==> src/prox_cfg.svh <==
// timing constants and sizes for the proximity scan controller
`ifndef PROX_CFG_SVH
`define PROX_CFG_SVH
`define CLK_PERIOD_PS 5000
`define NORMAL_SLEEP_MIN_US 69000
`define NORMAL_SLEEP_MAX_US 105000
`define LOWPWR_SLEEP_MIN_US 572000
`define LOWPWR_SLEEP_MAX_US 845000
`define US_TO_CYCLES(us) ((64'd1000000 * (us) + `CLK_PERIOD_PS - 1) / `CLK_PERIOD_PS)
`define SENSE_W 8
`define SCAN_CYCLES 16
`define TIMER_W 28
`define TOUCH_DELTA 8'hf0
`define STUCK_SCANS 255
`endif

==> src/prox_pkg.sv <==
// types for the proximity scan controller
package prox_pkg;
    typedef enum logic [1:0] {
        ST_SCAN = 2'b00,
        ST_EVAL = 2'b01,
        ST_SLEEP = 2'b10
    } scan_state_t;
    typedef enum logic [1:0] {
        REL_IDLE = 2'b00,
        REL_TOUCHED = 2'b01
    } release_state_t;
endpackage

==> src/sleep_timer.sv <==
// sleep interval down-counter
`timescale 1ns/1ps
`include "prox_cfg.svh"
module sleep_timer #(
    parameter int W = `TIMER_W
) (
    // clock and reset
    input wire logic ref_clk,
    input wire logic reset,
    // control
    input wire logic load,
    input wire logic [W-1:0] load_value,
    input wire logic abort,
    // status
    output logic expired
);
    logic [W-1:0] count_reg;

    always_ff @(posedge ref_clk or posedge reset) begin
        if (reset) begin
            count_reg <= '0;
        end else if (abort) begin
            count_reg <= '0;
        end else if (load) begin
            count_reg <= load_value;
        end else if (count_reg != '0) begin
            count_reg <= count_reg - W'(1);
        end
    end

    assign expired = (count_reg == '0);
endmodule

==> src/proximity_scan_controller.sv <==
// scan scheduling, detection and release logic of the proximity detector
`timescale 1ns/1ps
`include "prox_cfg.svh"
// Contract
// - sample sensitivity after each completed scan; use it for later detections.
// - sensitivity level at rail means least sensitive, ground means most sensitive.
// - mode select high and nothing detected gives normal mode.
// - normal mode sleeps 69 to 105 ms between scans.
// - mode select low and nothing detected gives low-power mode.
// - low-power mode sleeps 572 to 845 ms between scans.
// - while detected, scan back to back with no sleep.
// - on release, resume the schedule of the currently selected mode.
// - any edge of mode select resets detection and clears detected state.
// - mode-pin reset is accepted at any moment.
// - stuck detection released by touch on the pad then its removal.
// - detect output low while proximity or touch is detected.
// - detect output is open drain: only pulls low, otherwise floats.
module proximity_scan_controller
#(
    parameter int SENSE_W = `SENSE_W,
    parameter int TIMER_W = `TIMER_W,
    parameter int SCAN_CYCLES = `SCAN_CYCLES,
    parameter logic [TIMER_W-1:0] NORMAL_SLEEP = TIMER_W'(`US_TO_CYCLES(`NORMAL_SLEEP_MIN_US)),
    parameter logic [TIMER_W-1:0] LOWPWR_SLEEP = TIMER_W'(`US_TO_CYCLES(`LOWPWR_SLEEP_MIN_US)),
    parameter logic [SENSE_W-1:0] TOUCH_DELTA = SENSE_W'(`TOUCH_DELTA),
    parameter int STUCK_SCANS = `STUCK_SCANS
) (
    // clock and reset
    input wire logic ref_clk,
    input wire logic reset,
    // sensor front end: measured change against baseline, new value each cycle
    input wire logic [SENSE_W-1:0] sensor_input,
    // sensitivity level, all ones at the rail, zero at ground
    input wire logic [SENSE_W-1:0] sensitivity_adjust,
    // power mode select, low selects low-power mode
    input wire logic low_power_select_n,
    // open-drain detect output
    input wire logic detect_out_n_i,
    output logic detect_out_n_o,
    output logic detect_out_n_oe,
    // status
    output logic scanning,
    output prox_pkg::scan_state_t scan_state
);
    import prox_pkg::*;

    scan_state_t state_reg;
    release_state_t rel_reg;
    logic [$clog2(SCAN_CYCLES+1)-1:0] scan_cnt_reg;
    logic [SENSE_W-1:0] threshold_reg;
    logic [SENSE_W-1:0] peak_reg;
    logic detected_reg;
    logic mode_prev_reg;
    logic mode_valid_reg;
    localparam int STUCK_W = $clog2(STUCK_SCANS + 1);
    logic [STUCK_W-1:0] stuck_cnt_reg;
    logic mode_edge;
    logic scan_done;
    logic over;
    logic is_touch;
    logic timer_load;
    logic timer_expired;
    logic [TIMER_W-1:0] sleep_value;
    logic det_next;

    // edge seen only after the first sampled level, so release from reset is no edge
    assign mode_edge = mode_valid_reg && (low_power_select_n != mode_prev_reg);
    assign scan_done = (state_reg == ST_SCAN) && (scan_cnt_reg == SCAN_CYCLES - 1);
    assign over = peak_reg > threshold_reg;
    assign is_touch = peak_reg >= TOUCH_DELTA;
    // shortest interval chosen: response time favoured over power
    assign sleep_value = low_power_select_n ? NORMAL_SLEEP : LOWPWR_SLEEP;
    // armed only when the evaluation leads into sleep, a release included
    assign timer_load = (state_reg == ST_EVAL) && !det_next;

    // next detection state, shared by the sequencer and the sleep timer load
    always_comb begin
        det_next = detected_reg;
        if (state_reg == ST_EVAL) begin
            if (!detected_reg) begin
                det_next = over;
            end else if (!over) begin
                det_next = 1'b0;
            end else if (rel_reg == REL_TOUCHED && !is_touch) begin
                det_next = 1'b0;
            end
        end
    end

    sleep_timer #(
        .W(TIMER_W)
    ) u_sleep (
        .ref_clk(ref_clk),
        .reset(reset),
        .load(timer_load),
        .load_value(sleep_value),
        .abort(mode_edge),
        .expired(timer_expired)
    );

    always_ff @(posedge ref_clk or posedge reset) begin
        if (reset) begin
            mode_prev_reg <= 1'b1;
            mode_valid_reg <= 1'b0;
        end else begin
            mode_prev_reg <= low_power_select_n;
            mode_valid_reg <= 1'b1;
        end
    end

    // scan sequencer
    always_ff @(posedge ref_clk or posedge reset) begin
        if (reset) begin
            state_reg <= ST_SCAN;
            scan_cnt_reg <= '0;
        end else if (mode_edge) begin
            state_reg <= ST_SCAN;
            scan_cnt_reg <= '0;
        end else begin
            unique case (state_reg)
                ST_SCAN: begin
                    if (scan_done) begin
                        state_reg <= ST_EVAL;
                        scan_cnt_reg <= '0;
                    end else begin
                        scan_cnt_reg <= scan_cnt_reg + 1'b1;
                    end
                end
                ST_EVAL: begin
                    // decided on the new detection state, so a release sleeps at once
                    if (det_next) begin
                        state_reg <= ST_SCAN;
                    end else begin
                        state_reg <= ST_SLEEP;
                    end
                end
                ST_SLEEP: begin
                    if (timer_expired) begin
                        state_reg <= ST_SCAN;
                    end
                end
                default: begin
                    state_reg <= ST_SCAN;
                end
            endcase
        end
    end

    // peak of the change over one scan
    always_ff @(posedge ref_clk or posedge reset) begin
        if (reset) begin
            peak_reg <= '0;
        end else if (mode_edge || state_reg == ST_EVAL) begin
            peak_reg <= '0;
        end else if (state_reg == ST_SCAN && sensor_input > peak_reg) begin
            peak_reg <= sensor_input;
        end
    end

    // threshold taken after each scan; higher level means higher threshold, less sensitive
    always_ff @(posedge ref_clk or posedge reset) begin
        if (reset) begin
            threshold_reg <= '1;
        end else if (state_reg == ST_EVAL) begin
            threshold_reg <= sensitivity_adjust;
        end
    end

    // detection state with mode-pin reset and touch-and-release stuck release
    always_ff @(posedge ref_clk or posedge reset) begin
        if (reset) begin
            detected_reg <= 1'b0;
            rel_reg <= REL_IDLE;
            stuck_cnt_reg <= '0;
        end else if (mode_edge) begin
            // a mode edge outranks an evaluation in the same cycle
            detected_reg <= 1'b0;
            rel_reg <= REL_IDLE;
            stuck_cnt_reg <= '0;
        end else if (state_reg == ST_EVAL) begin
            if (!detected_reg) begin
                detected_reg <= over;
                stuck_cnt_reg <= '0;
                rel_reg <= REL_IDLE;
            end else if (!over) begin
                detected_reg <= 1'b0;
                rel_reg <= REL_IDLE;
            end else begin
                if (stuck_cnt_reg != STUCK_W'(STUCK_SCANS)) begin
                    stuck_cnt_reg <= stuck_cnt_reg + STUCK_W'(1);
                end
                // a stuck detection is one held for many scans; touch then lift frees it
                unique case (rel_reg)
                    REL_IDLE: begin
                        if (stuck_cnt_reg == STUCK_W'(STUCK_SCANS) && is_touch) begin
                            rel_reg <= REL_TOUCHED;
                        end
                    end
                    REL_TOUCHED: begin
                        if (!is_touch) begin
                            detected_reg <= 1'b0;
                            rel_reg <= REL_IDLE;
                            stuck_cnt_reg <= '0;
                        end
                    end
                    default: begin
                        rel_reg <= REL_IDLE;
                    end
                endcase
            end
        end
    end

    // open drain: low while detected, released otherwise
    assign detect_out_n_o = 1'b0;
    assign detect_out_n_oe = detected_reg;
    assign scanning = (state_reg == ST_SCAN);
    assign scan_state = state_reg;
endmodule

==> config.mk <==
export PLATFORM = sky130hd
export DESIGN_NAME = proximity_scan_controller
export DESIGN_NICKNAME = d
export VERILOG_FILES = /design/src/prox_pkg.sv /design/src/sleep_timer.sv /design/src/proximity_scan_controller.sv
export VERILOG_INCLUDE_DIRS = /design/src
export SDC_FILE = /design/constraint.sdc
export NUM_CORES = 1
export LEC_CHECK = 0
export ABC_CLOCK_PERIOD_IN_PS = 5100
export BUFFER_PORTS_ARGS = -buffer_cell sky130_fd_sc_hd__buf_2
export CAP_MARGIN = 20
export CORE_MARGIN = 2
export CORE_UTILIZATION = 50
export DETAILED_ROUTE_END_ITERATION = 8
export GPL_ROUTABILITY_DRIVEN = 1
export PLACE_DENSITY_LB_ADDON = 0.2
export SLEW_MARGIN = 20
export SYNTH_ARGS = -nofsm -noshare
export SYNTH_HDL_FRONTEND = slang
export SYNTH_HIERARCHICAL = 1
export SYNTH_SLANG_ARGS = --single-unit
==> constraint.sdc <==
create_clock -name ref_clk -period 5.1 [get_ports ref_clk]
set_clock_uncertainty 0.1 [all_clocks]
set_input_delay 0.255 -clock ref_clk [delete_from_list [all_inputs] [get_ports ref_clk]]
set_output_delay 0.255 -clock ref_clk [all_outputs]
set_load 0.03 [all_outputs]
### Word-level counts from Yosys, hierarchy flattened

Cells that the tools add are included.

* bits of input ports: 20
* register bits after elaboration: 64
* output and inout bits: 5
* word-level logic and storage cells: 86

* reductions and logical operators: 20
* equal/unequal tests: 12
* $lt $le $gt $ge: 3
* add/subtract/negate cells: 3
* muxes and demuxes: 38

Operator list (number)
* 28-bit 2-to-1 mux: 3
* 8-bit 2-to-1 mux: 9
* 28-bit logical NOT: 1
* 28-bit nonzero test: 1
* 28-bit by 1-bit subtractor with 28-bit output, second input constant: 1
* 27-bit 2-to-1 mux: 1
* 2-bit 2-to-1 mux: 10
* 8-bit greater-than comparator: 2
* 5-bit 2-to-1 mux: 3
* 1-bit 2-to-1 mux: 10
* 5-bit != test, second input constant: 2
* 8-bit by 1-bit adder with 8-bit output, second input constant: 1
* 8-bit == test, second input constant: 1
* 8-bit greater-or-equal comparator, second input constant: 1
* 8-bit != test, second input constant: 1
* 1-bit logical AND: 6
* 3-bit by 1-bit != test with 1-bit output, second input constant: 2
* 2-bit case mux with 3 select lines: 1
* 2-bit nonzero test: 3
* 5-bit by 1-bit adder with 5-bit output, second input constant: 1
* 5-bit by 4-bit == test with 1-bit output, second input constant: 1
* 2-bit by 1-bit == test with 1-bit output, second input constant: 2
* 2-bit logical NOT: 2
* 2-bit case mux with 2 select lines: 1
* 8 further kinds: 10

### Longest topological paths before layout

* depth after elaboration: 11
* depth in mapped cells: 13
* gate-level depth less buffers: 11

### Modules after synthesis

Netlist, hierarchy kept.

By module, submodules not included
* proximity_scan_controller: instances 1, sequential area each 887.1 µm², cells each 228, area an instance 2077.0 µm²
* sleep_timer: instances 1, sequential area each 700.7 µm², cells each 182, area an instance 1701.6 µm²

### Worst setup path before layout

No wires, ideal clock.

* path kind: register -> register
* start point: reg threshold_reg[1]
* end point: reg u_sleep.count_reg[10]
* required time: 4906 ps
* clock period less this slack: 2570 ps
* buffers on the path: 2
* slack: 2530 ps
* library setup time: 94 ps
* arrival: 2376 ps
* stages on the path, launching flop included: 14
* path through: dfstp_2 > inv_1 > ha_1 > nor2b_1 > o211ai_1 > a21o_1 > a21oi_1 > a21o_1 > inv_1 > clkinv_1 > a21o_1 > buf_4 > buf_4 > a211oi_1

* word-level cells in the longest chain between the ends: 8
* elaborated cells between the ends (all ways): 9
* those cells by class: order compare: 1; mux: 5; reduce/logical: 3

Ends and longest elaborated chain
* start, declared: RTL line proximity_scan_controller.sv:50 `logic [SENSE_W-1:0] threshold_reg;`
* start signal, assigned: RTL line proximity_scan_controller.sv:165 `threshold_reg <= sensitivity_adjust;`
* 8-bit greater-than comparator (*): RTL line proximity_scan_controller.sv:69 `assign over = peak_reg > threshold_reg;`
* 1-bit 2-to-1 mux: RTL line proximity_scan_controller.sv:82 `end else if (!over) begin`
* 1-bit 2-to-1 mux (*): RTL line proximity_scan_controller.sv:80 `if (!detected_reg) begin`
* 1-bit 2-to-1 mux (*): RTL line proximity_scan_controller.sv:79 `if (state_reg == ST_EVAL) begin`
* 1-bit logical NOT (*): RTL line proximity_scan_controller.sv:74 `assign timer_load = (state_reg == ST_EVAL) && !det_next;`
* 1-bit logical AND (*): RTL line proximity_scan_controller.sv:74
* net timer_load: RTL line proximity_scan_controller.sv:61 `logic timer_load;`
* 28-bit 2-to-1 mux: RTL line sleep_timer.sv:24 `end else if (load) begin`
* 28-bit 2-to-1 mux: RTL line sleep_timer.sv:22 `end else if (abort) begin`
* end signal, assigned: RTL line sleep_timer.sv:25 `count_reg <= load_value;`
* end signal, assigned: RTL line sleep_timer.sv:27 `count_reg <= count_reg - W'(1);`
* end, declared: RTL line sleep_timer.sv:17 `logic [W-1:0] count_reg;`

The timed path passes the listed nets; every way through them passes the cells marked *.
A chain may end at the register's enable or synchronous reset.

### Worst setup path after layout

* start point: reg threshold_reg[1]
* end point: reg u_sleep.count_reg[23]

Same word-level chain as after synthesis.

==> results <==
- Setup slack on the worst reg-to-reg path comes out at 1.99 ns.
- The flow ran to the end, and the final reports show no timing, DRC or antenna violations.
- The overall routing resource usage is 19.4%.
- Counting flops and latches in the post-synthesis netlist gives 63.
- The number of global-route vias before repair was 2,893.
- In this run the static leakage power is 0.00198 µW.
- Of all nets on the critical path, the largest fanout is 26.
- The clock period could shrink to 3.11 ns.
- For this run, the number of Yosys warnings is 6.
- The ratio of total power to cell area is 528 nW/µm².
- The number of ports placed on the die boundary is 25.
- Hold repair after CTS inserted 2 buffers.
- The average via count per standard cell is 5.31.
- The max-slew violation count came to 0.
- The first routing iteration left 103 violations.
- After legalization and detailed placement, the total HPWL measured 5.04 mm.
- In the final routing, the length of wire on met1 measures 3.38 mm.
- The initial utilization of the core area, before any placement, comes to 51.8%.
- The tree built by TritonCTS fans out to 63 sinks.
- After detailed placement, the total cell area comes to 4010 µm².
- The chip width is 90.9 µm.
- At the end of routability-driven placement, the weighted congestion stood at 0.816.
- Routed signal wires occupy layers up through met4.
- STA puts the critical path data required time at 5.24 ns.
- The number of diodes added for antenna fixing is 0.
- The floorplan step defined a die boundary enclosing 8270 µm².
- For this run, the leading register cell type out of synthesis is dfrtp_1.
- The post-route netlist has 15.7% of its cells at a drive strength greater than 1.
- The normalized max-slew margin is 39.7%.
- The sequential share of the synthesized area is 42.0%.
- The average size of a mapped cell is 9.22 µm².
- The largest voltage drop on the vdd net is 0.302 mV.
- The root cell of the clock tree is clkbuf_8.
- The routed design uses 3.54 mm of met2 wire.
- The critical path goes through inv_1, ha_1, nor2b_1, o211ai_1, a21o_1, a21oi_1, a21o_1, inv_1, clkinv_1, a21o_1, a211oi_1.
- Global routing finished with a remaining overflow of 0.
- The count of instances resized after the clock tree is built is 0.
- The largest individual stage delay along the critical path comes from the cell dfstp_2.
- The register with the most flip-flops in the layout has 28 of them.
- The number of unique standard cell types used by synthesis is 55.
- The pin slew with the least headroom to its limit is 0.904 ns.
- The vertical die dimension is 90.9 µm.
- The critical path arrival is 3.25 ns.
- The largest net degree at the start of global routing is 44.
- The residual antenna-violating net count after detailed routing is 0.
- The initial antenna violation count is 0.
- After routing, the total negative slack on setup checks comes to 0 ns.
- The first global-routing pass estimated 12.9 mm of wire.
- Clock-pin slew was measured on the worst setup and hold paths at 0.07 ns.
- Synthesis produced 410 cells.
- The type of element capturing the critical path is a register.
- The number of rows in the core area is 31.
- In this run the tool buffered the top-level ports with 22 buffer cells.
- In this design, the stage delay of the slowest critical-path cell is 0.52 ns.
- The end point of the critical path is u_sleep/count_reg[23].
- The number of failing hold endpoints at the final stage is 0.
- In the final routed layout, each cell accounts on average for 13.1 µm.
- The total non-filler cell area in the finished layout is 4220 µm².
- The cell repeated most along the worst path is a21o_1.
- Setup violations remaining at the end of the flow were counted as 0.
- The kind of start point of the critical path is a register.
- The worst hold-check path type is input pin to register.
- The count of vias placed by the detailed router is 2,957.
- At the later pin of the worst-skew pair, clock insertion delay measures 0.34 ns.
- Buffers inserted during clock tree synthesis total 9.
- After floorplanning, the core was sized to cover 7290 µm².
- The final layout contains routed wiring with a total length of 7.29 mm.
- The class of the most critical setup path is register to register.
- The most critical setup path has its startpoint at threshold_reg[1].
- Buffers added to address setup during post-CTS repair amount to 0.
- Counting flops with a built-in enable in the synthesized netlist gives 0.
- The total length of routed met3 wires is 281 µm.
- For this run, design rule violations remaining after detail routing come to 0.
- Setup repair after global routing left no endpoint under its margin.
- Max-cap violations in this run came to 0.
- TritonCTS built the clock tree.
- Timing would allow up to 321 MHz.
- The post-synthesis instance area is 3780 µm².
- The critical register-to-register path startpoint is threshold_reg[1].
- The part of the cycle the worst path needs is 61.0%.
- After synthesis, the share of flip-flops with an asynchronous set or reset is 100%.
- The area growth from synthesis to layout is 11.8%.
- In the final design database the tool counted 493 nets.
- The depth of the CTS H-tree is 3.
- The detailed-router iteration count before antenna repair is 5.
- The reg-to-reg endpoint is u_sleep/count_reg[23].
- No sink is reached through more buffers than the 2 on the longest clock path.
- The logic depth of the worst register-to-register path is 11.
[layout make-up]
cell class                      count  area [µm²]
Tap cell                           99         124
Clock inverter                      3        15.0
Multi-Input combinational cell    327        2070
Timing Repair Buffer               26         145
Clock buffer                       13         179
Inverter                           26        97.6
Fill cell                         697        3070
Sequential cell                    63        1590
[worst max-delay path: cells and delay by family, from the launching register on]
kind / cells / cell delay (ns)
flip-flops: 1 / 0.52
buffers and inverters: 3 / 0.48
AND/OR/NAND/NOR: 1 / 0.14
adder cells (fa/ha/maj): 1 / 0.30
AO/OA/AOI/OAI: 6 / 1.46
[per-layer routing]
metal / vias up / GRT usage (%)
li1: 1507 / -
met1: 1398 / 24.4
met2: 46 / 32.0
met3: 6 / 5.48
met4: 0 / 6.69
met5: - / 0
[cells in the final DEF (no fill, tap or decap), drive strengths merged, types with 2 or more instances in the layout]
cell         synthesis  routed
nand3b               2       2
a221o                2       2
or2                  3       3
dfstp                9       9
dfrtp               54      54
nor2b                3       3
or4                  7       7
a21o                 5       5
o21ai               16      16
clkinv               1       4
conb                 2      23
nor2                44      44
ha                  20      20
clkbuf               8      13
xor2                 8       8
nand2b               2       2
a21oi               24      24
buf                  7      24
dlygate4sd3          0       2
nand2               51      51
mux2i               11      11
xnor2               20      20
nor3b                2       2
nand4                6       6
nor3                14      14
nor4                13      13
a211oi              19      19
inv                 25      25
o21a                 3       3
o31ai                3       3
or3                  5       5
nand3                9       9
[synth_stat cells, drive strengths merged (7+ instances only)]
master	number	share of area (%)
nor3	14	1.9
a21oi	24	3.3
nor2	44	4.4
dfstp	9	6.3
ha	20	6.6
or4	7	1.7
mux2i	11	2.9
nand2	51	5.2
xor2	8	2.1
nand3	9	1.2
nor4	13	2.6
o21ai	16	2.2
inv	25	2.5
xnor2	20	4.6
dfrtp	54	36
a211oi	19	3.8
buf	7	1.5
clkbuf	8	1.1
[worst min path at each step]
stage,startpoint,endpoint,cells past startpoint
after floorplan,low_power_select_n,mode_prev_reg,0
after global placement,reset,stuck_cnt_reg[6],3
after detailed placement,reset,u_sleep/count_reg[24],2
after CTS,sensitivity_adjust[5],threshold_reg[5],3
after global routing,sensitivity_adjust[0],threshold_reg[0],3
final,sensitivity_adjust[5],threshold_reg[5],3
[where the power goes]
group          total [µW]  internal, µW  leakage (µW)  switching [µW]
clock                 415           227      0.000105             188
combinational         963           461       0.00106             501
sequential            852           695      0.000814             157
[metrics by stage]
stage               utilization (%)  cells  total power (µW)  hold slack, ns  worst slack (ns)
floorplan                         -    431              1630           0.159              2.53
global placement               55.0    539              1790           0.292              2.02
detailed placement             55.0    539              1820           0.279              1.98
CTS                            57.9    557              2260         0.00252              1.96
global route                   57.9    557              2420          0.0303              1.67
finish                         57.9    557              2230          0.0230              1.99
[cells by family (layout without fill, tap and decap cells)]
logic type / after synthesis / after routing / synth area share (%)
AND/OR/NAND/NOR: 167 / 167 / 22.6
adder cells (fa/ha/maj): 20 / 20 / 6.62
other: 2 / 23 / 0.199
flip-flops: 63 / 63 / 42.0
buffers and inverters: 41 / 68 / 5.17
multiplexers: 11 / 11 / 2.91
XOR/XNOR: 28 / 28 / 6.69
AO/OA/AOI/OAI: 78 / 78 / 13.8
Note: power is estimated with default switching activity, not from simulation.
